File: config.mk
export PLATFORM = sky130hd
export DESIGN_NAME = mcv_decode
export DESIGN_NICKNAME = d
export VERILOG_FILES = /design/src/mcv_pkg.sv /design/src/mcv_decode.sv
export VERILOG_INCLUDE_DIRS = /design/src
export SDC_FILE = /design/constraint.sdc
export NUM_CORES = 1
export LEC_CHECK = 0
export BUFFER_PORTS_ARGS = -buffer_cell sky130_fd_sc_hd__clkbuf_2
export CORE_ASPECT_RATIO = 1.5
export CORE_MARGIN = 3
export CORE_UTILIZATION = 45
export CTS_BUF_LIST = sky130_fd_sc_hd__clkbuf_16
export CTS_CLUSTER_DIAMETER = 150
export CTS_CLUSTER_SIZE = 40
export DETAILED_ROUTE_END_ITERATION = 12
export PLACE_DENSITY = 0.83
export SYNTH_ARGS = -nofsm -noshare
export SYNTH_HDL_FRONTEND = slang
export SYNTH_SLANG_ARGS = --single-unit
File: constraint.sdc
create_clock -name clk_in -period 6.5 [get_ports clk_in]
set_input_delay 1.3 -clock clk_in [delete_from_list [all_inputs] [get_ports clk_in]]
set_output_delay 1.3 -clock clk_in [all_outputs]
set_load 0.01 [all_outputs]
File: src/mcv_consts.svh
// constant header for the static configuration vector decoder
//
// Overview of operation
// - all 80 vector bits captured at power-up and on every MAC reset.
// - bit 67: vector presets registers; software may read or rewrite.
// - bits 73 and 70:64 change only after the next MAC reset.
// - bits 78:74 act only in SGMII or 1000BASE-X modes.
// - isolate bit blocks frames both ways through the sublayer.
// - bit 75 low power persists until reset; bit 74 serial loopback.
// - bit 73 enables the management data interface.
// - bits 72:71 pick speed: 10=1000, 01=100, 00=10, 11 not applicable.
// - bits 70:68: at most one set; all clear gives MII/GMII.
// - bits 66/65 widen transmit/receive client paths to 16 bits.
// - bit 64 enables address filter; bit 63 disables length/type check.
// - bit 62 with full duplex: received pause inhibits transmitter.
// - bit 61 with full duplex: pause request sends flow control frame.
// - bit 60 holds transmitter in reset; bit 53 holds receiver in reset.
// - bit 59 transmit jumbo, bit 52 receive jumbo.
// - bit 58 client supplies FCS; bit 51 forwards received FCS.
// - receiver checks FCS whether forwarded or stripped.
// - bit 57 enables transmitter, bit 50 enables receiver.
// - bits 56/49 VLAN enables; bits 55/48 half duplex when set.
// - bit 54 uses client gap delay; clear inserts at least minimum gap.
// - bits 47:0 pause station address, low byte first on the wire.
// - MAC held in reset until clock manager lock is high.
`ifndef MCV_CONSTS_SVH
`define MCV_CONSTS_SVH

`define MCV_VEC_W 80
`define MCV_RESET_VEC 80'h8000_0000_0000_0000_0000
`define MCV_SUB_RESET 78
`define MCV_SUB_AN 77
`define MCV_SUB_ISO 76
`define MCV_SUB_LP 75
`define MCV_SUB_LB 74
`define MCV_MDIO_EN 73
`define MCV_SPEED_HI 72
`define MCV_SPEED_LO 71
`define MCV_RGMII 70
`define MCV_SGMII 69
`define MCV_BASEX 68
`define MCV_HOST_EN 67
`define MCV_TX16 66
`define MCV_RX16 65
`define MCV_ADDR_FILT 64
`define MCV_LT_DIS 63
`define MCV_RX_FC 62
`define MCV_TX_FC 61
`define MCV_TX_RST 60
`define MCV_TX_JUMBO 59
`define MCV_TX_FCS 58
`define MCV_TX_EN 57
`define MCV_TX_VLAN 56
`define MCV_TX_HD 55
`define MCV_TX_IFG 54
`define MCV_RX_RST 53
`define MCV_RX_JUMBO 52
`define MCV_RX_FCS 51
`define MCV_RX_EN 50
`define MCV_RX_VLAN 49
`define MCV_RX_HD 48
`define MCV_ADDR_HI 47
`define MCV_MIN_IFG 8'h0c

// register port
`define MCV_ADDR_W 4
`define MCV_REG_PHY 4'h0
`define MCV_REG_MODE 4'h1
`define MCV_REG_MAC 4'h2
`define MCV_REG_ADDR_LO 4'h3
`define MCV_REG_ADDR_HI 4'h4
`define MCV_REG_STATUS 4'h5

`endif

File: src/mcv_pkg.sv
// types for the static configuration vector decoder
package mcv_pkg;
  typedef enum logic [1:0]
  {
    MCV_SPD_10 = 2'h0,
    MCV_SPD_100 = 2'h1,
    MCV_SPD_1000 = 2'h2,
    MCV_SPD_NA = 2'h3
  } mcv_speed_t;

  typedef enum logic [1:0]
  {
    MCV_IF_MII_GMII = 2'h0,
    MCV_IF_RGMII = 2'h1,
    MCV_IF_SGMII = 2'h3,
    MCV_IF_BASEX = 2'h2
  } mcv_phy_if_t;

  typedef enum logic [1:0]
  {
    MCV_ST_RESET = 2'h0,
    MCV_ST_LOAD = 2'h1,
    MCV_ST_RUN = 2'h3
  } mcv_state_t;

  typedef struct packed {
    logic sub_reset;
    logic sub_autoneg_enable;
    logic sub_isolate;
    logic transceiver_low_power;
    logic transceiver_serial_loopback;
  } mcv_phy_cfg_t;

  typedef struct packed {
    logic mdio_enable;
    mcv_speed_t speed;
    mcv_phy_if_t phy_if;
    logic host_enable;
    logic tx_wide;
    logic rx_wide;
  } mcv_mode_cfg_t;

  typedef struct packed {
    logic addr_filter_enable;
    logic len_type_check_disable;
    logic rx_flow_enable;
    logic tx_flow_enable;
    logic tx_reset;
    logic tx_jumbo;
    logic tx_inband_fcs;
    logic tx_enable;
    logic tx_vlan;
    logic tx_half_duplex;
    logic tx_ifg_adjust;
    logic rx_reset;
    logic rx_jumbo;
    logic rx_inband_fcs;
    logic rx_enable;
    logic rx_vlan;
    logic rx_half_duplex;
    logic [47:0] pause_address;
  } mcv_mac_cfg_t;
endpackage

File: src/mcv_decode.sv
// static configuration vector capture, hold and decode
//
// Our own choices: the address-and-strobe port and the register offsets.
`timescale 1ns/1ps
`include "mcv_consts.svh"

module mcv_decode
(
  input wire logic clk_in,
  input wire logic rst_in,
  input wire logic clock_manager_lock_in,
  input wire logic [79:0] static_config_vector_in,
  input wire logic client_pause_request_in,
  input wire logic [7:0] client_gap_delay_in,
  input wire logic rx_pause_frame_in,
  input wire logic [`MCV_ADDR_W-1:0] reg_addr_in,
  input wire logic [31:0] reg_wdata_in,
  input wire logic reg_wr_in,
  input wire logic reg_rd_in,
  output logic [31:0] reg_rdata_out,
  output logic mac_reset_out,
  output logic loaded_out,
  output mcv_pkg::mcv_phy_cfg_t phy_cfg_out,
  output mcv_pkg::mcv_mode_cfg_t mode_cfg_out,
  output mcv_pkg::mcv_mac_cfg_t mac_cfg_out,
  output logic mdio_enable_out,
  output logic tx_engine_reset_out,
  output logic rx_engine_reset_out,
  output logic tx_engine_run_out,
  output logic rx_engine_run_out,
  output logic sublayer_block_tx_out,
  output logic sublayer_block_rx_out,
  output logic tx_inhibit_out,
  output logic send_pause_out,
  output logic [7:0] tx_gap_out,
  output logic rx_fcs_check_out,
  output logic rx_fcs_strip_out,
  output logic mode_conflict_out
);

  // ****************************************
  // capture state
  // ****************************************
  mcv_pkg::mcv_state_t state;
  mcv_pkg::mcv_state_t next_state;
  logic [79:0] captured;
  logic [79:0] shadow;
  logic lp_latch;
  logic [79:0] live;
  logic host_mode;
  logic serdes_mode;

  // lock low keeps the mac in reset, like a held reset
  always_comb
  begin
    next_state = state;
    case (state)
      mcv_pkg::MCV_ST_RESET:
        if (clock_manager_lock_in)
          next_state = mcv_pkg::MCV_ST_LOAD;
      mcv_pkg::MCV_ST_LOAD:
        if (clock_manager_lock_in)
          next_state = mcv_pkg::MCV_ST_RUN;
        else
          next_state = mcv_pkg::MCV_ST_RESET;
      mcv_pkg::MCV_ST_RUN:
        if (!clock_manager_lock_in)
          next_state = mcv_pkg::MCV_ST_RESET;
      default:
        next_state = mcv_pkg::MCV_ST_RESET;
    endcase
  end

  always_ff @(posedge clk_in or posedge rst_in)
  begin
    if (rst_in)
      state <= mcv_pkg::MCV_ST_RESET;
    else
      state <= next_state;
  end

  // whole vector taken on leaving reset
  always_ff @(posedge clk_in or posedge rst_in)
  begin
    if (rst_in)
      captured <= `MCV_RESET_VEC;
    else if (state == mcv_pkg::MCV_ST_LOAD)
      captured <= static_config_vector_in;
  end

  assign host_mode = captured[`MCV_HOST_EN];

  // ****************************************
  // software-writable copy (host mode)
  // ****************************************
  // of the mode group only bit 64 is written here (MAC register), and live ignores it: it only moves at the next reset
  always_ff @(posedge clk_in or posedge rst_in)
  begin
    if (rst_in)
      shadow <= `MCV_RESET_VEC;
    else if (state == mcv_pkg::MCV_ST_LOAD)
      shadow <= static_config_vector_in;
    else if (reg_wr_in && host_mode && state == mcv_pkg::MCV_ST_RUN)
    begin
      if (reg_addr_in == `MCV_REG_PHY)
        shadow[78:74] <= reg_wdata_in[4:0];
      else if (reg_addr_in == `MCV_REG_MODE)
        shadow[72:71] <= reg_wdata_in[6:5];
      else if (reg_addr_in == `MCV_REG_MAC)
        shadow[64:48] <= reg_wdata_in[16:0];
      else if (reg_addr_in == `MCV_REG_ADDR_LO)
        shadow[31:0] <= reg_wdata_in;
      else if (reg_addr_in == `MCV_REG_ADDR_HI)
        shadow[47:32] <= reg_wdata_in[15:0];
    end
  end

  // host off: the pins act directly, apart from the reset-only mode group
  always_comb
  begin
    if (host_mode)
      live = shadow;
    else
      live = static_config_vector_in;
    live[73] = captured[73];
    live[70:64] = captured[70:64];
    live[79] = captured[79];
  end

  // low power sticks until the next reset
  always_ff @(posedge clk_in or posedge rst_in)
  begin
    if (rst_in)
      lp_latch <= 1'b0;
    else if (state != mcv_pkg::MCV_ST_RUN)
      lp_latch <= 1'b0;
    else if (live[`MCV_SUB_LP] && serdes_mode)
      lp_latch <= 1'b1;
  end

  // ****************************************
  // decode
  // ****************************************
  logic full_duplex_tx;
  logic full_duplex_rx;
  mcv_pkg::mcv_phy_if_t phy_if;

  always_comb
  begin
    if (live[`MCV_RGMII])
      phy_if = mcv_pkg::MCV_IF_RGMII;
    else if (live[`MCV_SGMII])
      phy_if = mcv_pkg::MCV_IF_SGMII;
    else if (live[`MCV_BASEX])
      phy_if = mcv_pkg::MCV_IF_BASEX;
    else
      phy_if = mcv_pkg::MCV_IF_MII_GMII;
  end

  assign serdes_mode = live[`MCV_SGMII] | live[`MCV_BASEX];
  assign full_duplex_tx = ~live[`MCV_TX_HD];
  assign full_duplex_rx = ~live[`MCV_RX_HD];

  always_ff @(posedge clk_in or posedge rst_in)
  begin
    if (rst_in)
    begin
      phy_cfg_out <= '0;
      mode_cfg_out <= '0;
      mac_cfg_out <= '0;
      mdio_enable_out <= 1'b0;
      mode_conflict_out <= 1'b0;
    end
    else
    begin
      phy_cfg_out.sub_reset <=
        serdes_mode & live[`MCV_SUB_RESET];
      phy_cfg_out.sub_autoneg_enable <= serdes_mode & live[`MCV_SUB_AN];
      phy_cfg_out.sub_isolate <= serdes_mode & live[`MCV_SUB_ISO];
      phy_cfg_out.transceiver_low_power <= lp_latch;
      phy_cfg_out.transceiver_serial_loopback <=
        serdes_mode & live[`MCV_SUB_LB];
      mode_cfg_out.mdio_enable <= live[`MCV_MDIO_EN];
      mode_cfg_out.speed <=
        mcv_pkg::mcv_speed_t'(live[72:71]);
      mode_cfg_out.phy_if <= phy_if;
      mode_cfg_out.host_enable <= live[`MCV_HOST_EN];
      mode_cfg_out.tx_wide <= live[`MCV_TX16];
      mode_cfg_out.rx_wide <= live[`MCV_RX16];
      mac_cfg_out <=
        mcv_pkg::mcv_mac_cfg_t'(live[64:0]);
      mdio_enable_out <= live[`MCV_MDIO_EN];
      mode_conflict_out <= (live[70] & live[69]) | (live[70] & live[68])
        | (live[69] & live[68]);
    end
  end

  // ****************************************
  // engine controls
  // ****************************************
  always_ff @(posedge clk_in or posedge rst_in)
  begin
    if (rst_in)
    begin
      tx_engine_reset_out <= 1'b1;
      rx_engine_reset_out <= 1'b1;
      tx_engine_run_out <= 1'b0;
      rx_engine_run_out <= 1'b0;
      sublayer_block_tx_out <= 1'b0;
      sublayer_block_rx_out <= 1'b0;
      tx_inhibit_out <= 1'b0;
      send_pause_out <= 1'b0;
      tx_gap_out <= `MCV_MIN_IFG;
      rx_fcs_strip_out <= 1'b1;
    end
    else
    begin
      tx_engine_reset_out <= mac_reset_out | live[`MCV_TX_RST];
      rx_engine_reset_out <= mac_reset_out | live[`MCV_RX_RST];
      tx_engine_run_out <= ~mac_reset_out & live[`MCV_TX_EN]
        & ~live[`MCV_TX_RST];
      rx_engine_run_out <= ~mac_reset_out & live[`MCV_RX_EN]
        & ~live[`MCV_RX_RST];
      sublayer_block_tx_out <= serdes_mode & live[`MCV_SUB_ISO];
      sublayer_block_rx_out <= serdes_mode & live[`MCV_SUB_ISO];
      tx_inhibit_out <= rx_pause_frame_in & live[`MCV_RX_FC]
        & full_duplex_rx;
      send_pause_out <= client_pause_request_in & live[`MCV_TX_FC]
        & full_duplex_tx;
      if (live[`MCV_TX_IFG])
        tx_gap_out <= client_gap_delay_in;
      else
        tx_gap_out <= `MCV_MIN_IFG;
      rx_fcs_strip_out <= ~live[`MCV_RX_FCS];
    end
  end

  // checking never depends on forwarding
  assign rx_fcs_check_out = 1'b1;
  assign mac_reset_out = (state != mcv_pkg::MCV_ST_RUN);
  assign loaded_out = (state == mcv_pkg::MCV_ST_RUN);

  // ****************************************
  // register read port
  // ****************************************
  always_ff @(posedge clk_in or posedge rst_in)
  begin
    if (rst_in)
      reg_rdata_out <= 32'h0000_0000;
    else if (reg_rd_in)
    begin
      if (reg_addr_in == `MCV_REG_PHY)
        reg_rdata_out <= {27'h0, live[78:74]};
      else if (reg_addr_in == `MCV_REG_MODE)
        reg_rdata_out <= {24'h0, live[73:66]};
      else if (reg_addr_in == `MCV_REG_MAC)
        reg_rdata_out <= {15'h0, live[64:48]};
      else if (reg_addr_in == `MCV_REG_ADDR_LO)
        reg_rdata_out <= live[31:0];
      else if (reg_addr_in == `MCV_REG_ADDR_HI)
        reg_rdata_out <= {16'h0, live[47:32]};
      else if (reg_addr_in == `MCV_REG_STATUS)
        reg_rdata_out <= {28'h0, mode_conflict_out, lp_latch,
          host_mode, loaded_out};
      else
        reg_rdata_out <= 32'h0000_0000;
    end
    else
      reg_rdata_out <= 32'h0000_0000;
  end

  // ****************************************
  // assertions
  // ****************************************
  property p_capture;
    @(posedge clk_in) disable iff (rst_in)
    state == mcv_pkg::MCV_ST_LOAD |=>
      captured == $past(static_config_vector_in);
  endproperty
  a_capture: assert property (p_capture)
    else $error("vector not captured on load");

  property p_lock_hold;
    @(posedge clk_in) disable iff (rst_in)
    !clock_manager_lock_in |=> mac_reset_out;
  endproperty
  a_lock_hold: assert property (p_lock_hold)
    else $error("mac left reset without lock");

  property p_mode_frozen;
    @(posedge clk_in) disable iff (rst_in)
    state == mcv_pkg::MCV_ST_RUN && $past(state) == mcv_pkg::MCV_ST_RUN
      |-> $stable(live[70:64]) && $stable(live[73]);
  endproperty
  a_mode_frozen: assert property (p_mode_frozen)
    else $error("mode group changed without reset");

  property p_isolate;
    @(posedge clk_in) disable iff (rst_in)
    serdes_mode && live[`MCV_SUB_ISO] |=>
      sublayer_block_tx_out && sublayer_block_rx_out;
  endproperty
  a_isolate: assert property (p_isolate)
    else $error("isolate did not block frames");

  property p_low_power;
    @(posedge clk_in) disable iff (rst_in)
    lp_latch && state == mcv_pkg::MCV_ST_RUN |=> lp_latch;
  endproperty
  a_low_power: assert property (p_low_power)
    else $error("low power cleared without reset");

  property p_pause_ignored;
    @(posedge clk_in) disable iff (rst_in)
    !live[`MCV_TX_FC] |=> !send_pause_out;
  endproperty
  a_pause_ignored: assert property (p_pause_ignored)
    else $error("pause sent with flow control off");

  property p_gap;
    @(posedge clk_in) disable iff (rst_in)
    !live[`MCV_TX_IFG] |=> tx_gap_out == `MCV_MIN_IFG;
  endproperty
  a_gap: assert property (p_gap)
    else $error("gap not at minimum");

  property p_tx_reset;
    @(posedge clk_in) disable iff (rst_in)
    live[`MCV_TX_RST] |=> tx_engine_reset_out && !tx_engine_run_out;
  endproperty
  a_tx_reset: assert property (p_tx_reset)
    else $error("transmitter not held in reset");

  property p_rx_reset;
    @(posedge clk_in) disable iff (rst_in)
    live[`MCV_RX_RST] |=> rx_engine_reset_out && !rx_engine_run_out;
  endproperty
  a_rx_reset: assert property (p_rx_reset)
    else $error("receiver not held in reset");

  property p_phy_gated;
    @(posedge clk_in) disable iff (rst_in)
    !serdes_mode |=> !phy_cfg_out.sub_reset && !phy_cfg_out.sub_isolate
      && !phy_cfg_out.sub_autoneg_enable
      && !phy_cfg_out.transceiver_serial_loopback;
  endproperty
  a_phy_gated: assert property (p_phy_gated)
    else $error("sublayer control active outside serdes mode");

  property p_one_if;
    @(posedge clk_in) disable iff (rst_in)
    $onehot0(live[70:68]) |=> !mode_conflict_out;
  endproperty
  a_one_if: assert property (p_one_if)
    else $error("interface conflict flagged without a clash");

  property p_tx_disable;
    @(posedge clk_in) disable iff (rst_in)
    !live[`MCV_TX_EN] |=> !tx_engine_run_out;
  endproperty
  a_tx_disable: assert property (p_tx_disable)
    else $error("transmitter runs while disabled");

  property p_rx_disable;
    @(posedge clk_in) disable iff (rst_in)
    !live[`MCV_RX_EN] |=> !rx_engine_run_out;
  endproperty
  a_rx_disable: assert property (p_rx_disable)
    else $error("receiver runs while disabled");

  property p_rx_fc_off;
    @(posedge clk_in) disable iff (rst_in)
    !live[`MCV_RX_FC] |=> !tx_inhibit_out;
  endproperty
  a_rx_fc_off: assert property (p_rx_fc_off)
    else $error("transmitter inhibited with flow control off");

  property p_lock_engines;
    @(posedge clk_in) disable iff (rst_in)
    mac_reset_out |=> tx_engine_reset_out && rx_engine_reset_out;
  endproperty
  a_lock_engines: assert property (p_lock_engines)
    else $error("engines left reset while mac held");

endmodule

==> Word level (Yosys, flattened, before mapping) <==
Index checks and enable logic that the tools add are counted.
{ "op_classes": {"muxes": 34, "n_reduce_logical": 18, "bitwise": 26, "n_eq_ne": 14} }
{ "ops": {"columns": ["cell", "count"], "rows": [
  ["65-bit 2-to-1 mux", 4],
  ["32-bit 2-to-1 mux", 6],
  ["79-bit 2-to-1 mux", 1],
  ["16-bit 2-to-1 mux", 3],
  ["48-bit 2-to-1 mux", 1],
  ["2-bit 2-to-1 mux", 10],
  ["17-bit 2-to-1 mux", 1],
  ["1-bit bitwise AND", 15],
  ["5-bit 2-to-1 mux", 3],
  ["2-bit inequality test (second input constant)", 7],
  ["2-bit nonzero test", 7],
  ["4-bit by 2-bit equality test with 1-bit output (second input constant)", 2],
  ["4-bit by 3-bit equality test with 1-bit output (second input constant)", 2],
  ["8-bit 2-to-1 mux", 1],
  ["1-bit inverter", 6],
  ["2-bit one-hot mux with 3 select lines", 1],
  ["6-bit AND reduction", 1],
  ["1-bit bitwise OR", 5],
  ["5-bit AND reduction", 1],
  ["4-bit by 1-bit equality test with 1-bit output (second input constant)", 1],
  ["4-bit zero test", 1],
  ["4-bit 2-to-1 mux", 1],
  ["2-bit AND reduction", 2],
  ["4-bit AND reduction", 1],
  ["other kinds (6)", 9]
]} }
{ "totals": {"regBits": 282, "inputBits": 131} }

==> Longest topological paths before layout <==
{ "logic_depth": {"depth_word": 8, "mapped_depth": 7, "mapped_depth_nobuf": 4} }

==> Worst setup path before layout <==
No wires, ideal clock.
{ "synth_path": {"kind": "input port to flip-flop", "start": "input reg_addr_in[1]", "end": "register shadow[74]", "slack_ps": 3905, "n_path_buf": 2, "t_required_ps": 6379, "arrival_ps": 2474, "stages": 6, "setup_ps": 121, "path_cell_list": "buf_6 or4_1 buf_6 nor2_8 mux2i_1 o21ai_2"} }
{ "synth_via": {"elab_chain_len": 3} }
{ "synth_lines": {"columns": ["item", "line_no", "rtl"], "rows": [
  ["from (decl)", "mcv_decode.sv:16", "input wire logic [`MCV_ADDR_W-1:0] reg_addr_in,"],
  ["4-bit zero test (no line)", null, null],
  ["2-bit nonzero test (no line)", null, null],
  ["2-bit AND reduction (no line)", null, null],
  ["to (signal assigned)", "mcv_decode.sv:100", "shadow <= `MCV_RESET_VEC;"],
  ["to (signal assigned)", "mcv_decode.sv:102", "shadow <= static_config_vector_in;"],
  ["to (signal assigned)", "mcv_decode.sv:106", "shadow[78:74] <= reg_wdata_in[4:0];"],
  ["to (decl)", "mcv_decode.sv:47", "logic [79:0] shadow;"]
]} }
No other way between the ends.
A chain may end at the register's enable or synchronous reset.

==> Worst setup path in the final report <==
{ "layout_path": {"start": "input reg_addr_in[0]", "end": "register shadow[41]"} }
{ "layout_via": {"elab_chain_len": 3, "elab_cells_between_ends": 11} }
{ "layout_lines": {"columns": ["item", "line_no", "rtl"], "rows": [
  ["4-bit by 2-bit equality test with 1-bit output (no line), or another cell as far along", null, null],
  ["2-bit inequality test (no line) or 2-bit nonzero test (tied branches)", null, null],
  ["6-bit AND reduction (no line) *", null, null],
  ["to (signal assigned)", "mcv_decode.sv:100", null],
  ["to (signal assigned)", "mcv_decode.sv:102", null],
  ["to (signal assigned)", "mcv_decode.sv:114", "shadow[47:32] <= reg_wdata_in[15:0];"]
]} }
Every way passes the cells marked *; elsewhere a longest branch is shown, timed or not.

==> results.toml <==
[floorplanning]
die_w_um = 120
rows = 61
num_io_pins = 263
die_h_um = 177
initial_core_util_pct = 46.5
fp.coreArea_um2 = 18800
die_area_um2 = 21100

[yosys]
ys_top_cells_by_area = "dfrtp_1 (58%), mux2_2 (9.3%), nand2_1 (5.4%)"
syn-instance-count = 715
yosys.area.top_type = "dfrtp_1"
synth-edff-count = 0
yosysMostFrequentCell = "dfrtp_1"
yosysWarnings = 0
synth.ff_latch_count = 208
syn_avg_cell_area_um2 = 12.2
synth.top_cell.area_share_pct = 58.2
synth_cell_types = 55
synthArstFlopShare_pct = 100
synth_common_cells = "dfrtp_1 (203), nand2_1 (126), mux2_2 (72)"
synth_compound_area_share_pct = 9.15
synth_nets = 846
synthFlopType = "dfrtp_1"
muxShareOfSynthArea_pct = 13.9
synth_xor_area_share_pct = 0
syn_area_um2 = 8720
ys_seq_area_share_pct = 59.7
synth-simple-area-share_pct = 13.0
synth_fa_ha_area_share_pct = 0
synth_top_family_by_area = "multiplexers"

[route]
dr_total_vias = 6430
drc = 0
drt_iter0_drc = 486
avgViaCountPerCell = 5.36
drt-total-wl_um = 23800
avgRoutedWirePerCell_um = 19.8
drtAntennaViolNets = 0
drtPass1Iterations = 5

[finish]
n_fill_cell = 1640
stdcell_count = 1200
finish.utilization_pct = 55.2
area_delta_synth_final_pct = 18.9
nets = 1076
drive_above_1_share_pct = 40.4

[setup_path]
regToRegEndpoint = "reg_rdata_out[6]$_DFF_PP0_"
crit_path_start_kind = "primary input"
arrival_ns = 3.70
path_cells = "clkbuf_2, nor4b_4, and2_1, a22oi_1, nand2_1"
r2r.worst_path.cells = 4
slowest_stage = "nor4b_4"
cp.required_ns = 6.91
crit_type = "in -> reg"
cp_max_fo = 16
end_kind = "flop"
cpPeakStageDelay_ns = 1.01
r2r_start = "captured[67]$_DFFE_PP0P_"
worst-r2r-setup-slack_ns = 4.03
cpLargestDelayFamily = "simple AND/OR/NAND/NOR gates"
crit_buf_inv = 1

[timing]
grt_setup_unrepaired = "false"
hold_violations = 0
relSlewSlack_pct = 29.9
setup_viol = 0
fin_crit_sh_pct = 50.7
slew_violations = 0
fin_worst_skew_ns = 0.0462
period_needed_ns = 3.30
worst_pin_slew_ns = 1.05
finalSetupTns_ns = 0
fmaxAchievable_ghz = 0.303

[clocking]
clk_latency_ns = 0.48
clkSinkCount = 208
cts_buffer_depth = 3
cts-hold-fix-buffers = 0
cts_tree = "done"
cts_buffers = 9
cts_setup_buffers = 0
clk_pin_slew_worst_paths_ns = 0.13
root_buffer = "clkbuf_16"
post_cts_resized = 0
cts_htree_levels = 1

[global_route]
grt_overflow_total = 0
grt_pass1_vias = 6800
grt_max_degree = 71
antenna_found_initial = 1
grt_pass1_wl_um = 36600
grt_usage_pct = 22.2

[worst_hold_path]
hp-start = "captured[65]$_DFFE_PP0P_"
min_to = "mode_cfg_out[0]$_DFF_PP0_"
hold_class = "reg -> reg"
whs_path_depth = 0

[placement]
dp_hpwl_um = 17300
placed_cells = 1186
port_buffers = 260
place_congestion = 0.890

[power_and_ir_drop]
peakVddDrop_mv = 0.224
power_density_nw_per_um2 = 271
power.leakage_nw = 5.29

[run_status]
outcome = "finished clean"

[flow_run]
maxCapViolations = 0
## worst max-delay path by stage
stage / start / endpoint / slack (ns) / depth (start not counted)
floorplan: rst_in / captured[64]$_DFFE_PP0P_ / 2.50 / 1
global placement: reg_addr_in[0] / shadow[40]$_DFFE_PP0P_ / 2.83 / 5
detailed placement: reg_addr_in[0] / shadow[33]$_DFFE_PP0P_ / 2.71 / 5
CTS: reg_addr_in[0] / shadow[41]$_DFFE_PP0P_ / 3.21 / 5
global route: reg_addr_in[2] / shadow[33]$_DFFE_PP0P_ / 3.11 / 5
finish: reg_addr_in[0] / shadow[41]$_DFFE_PP0P_ / 3.20 / 5
## routing by layer
layer / GRT usage [%] / part of all wire, % / up-vias
met5: 0 / 0 / -
met4: 10.5 / 4.8 / 0
met3: 4.13 / 5.9 / 70
met2: 40.0 / 51 / 254
met1: 25.3 / 38 / 3176
li1: - / - / 2930
## per-stage QoR
step | area [µm²] | setup WS, ns | hold WS, ns | power [mW]
CTS | 10400 | 3.21 | 0.387 | 2.84
global route | 10400 | 3.11 | 0.406 | 2.96
global placement | 10100 | 2.83 | 0.358 | 2.16
finish | 10400 | 3.20 | 0.381 | 2.81
floorplan | 8730 | 2.50 | 0.349 | 1.94
detailed placement | 10100 | 2.71 | 0.366 | 2.19
## kinds of logic (layout without fill, tap and decap cells)
family                 after synthesis  after routing
AO/OA/AOI/OAI                      112            112
multiplexers                       108            108
flip-flops                         208            208
other                                1              2
AND/OR/NAND/NOR                    226            226
buffers and inverters               60            292
## registers in the layout, summed over array words and instances (netlist names), 2 cells and up
name	cells
shadow	71
reg_rdata_out	32
captured	8
state	2
mac_cfg_out	65
mode_cfg_out	7
tx_gap_out	8
phy_cfg_out	4
## cells in the final DEF (no fill, tap or decap), types with 6 or more instances in the layout
master / instances
dfrtp_1: 202
mux2i_1: 31
a21oi_1: 6
nand2_1: 126
and3_1: 17
inv_1: 13
clkbuf_2: 260
nor2b_1: 13
nor3_1: 8
a2bb2oi_1: 8
mux2_2: 72
and2_1: 7
nor2_1: 28
clkbuf_16: 9
o21ai_1: 21
buf_4: 7
a22oi_1: 50
## layout make-up
| class | instances | area [µm²] | area share (%) |
|---|---|---|---|
| diodes | 1 | 2.50 | 0.0241 |
| clock buffers | 9 | 225 | 2.17 |
| clock inverters | 4 | 41.3 | 0.398 |
| inverters | 12 | 48.8 | 0.471 |
| multi-input cells | 447 | 3170 | 30.6 |
| flip-flops and latches | 208 | 5220 | 50.3 |
| well taps | 252 | 315 | 3.04 |
| repair buffers | 267 | 1350 | 13.1 |
## power breakdown
| part | internal [mW] | total [mW] | switching, mW |
|---|---|---|---|
| Combinational | 0.263 | 0.597 | 0.334 |
| Clock | 0.264 | 0.659 | 0.395 |
| Sequential | 1.47 | 1.56 | 0.0902 |
Note: power is estimated with default switching activity, not from simulation.
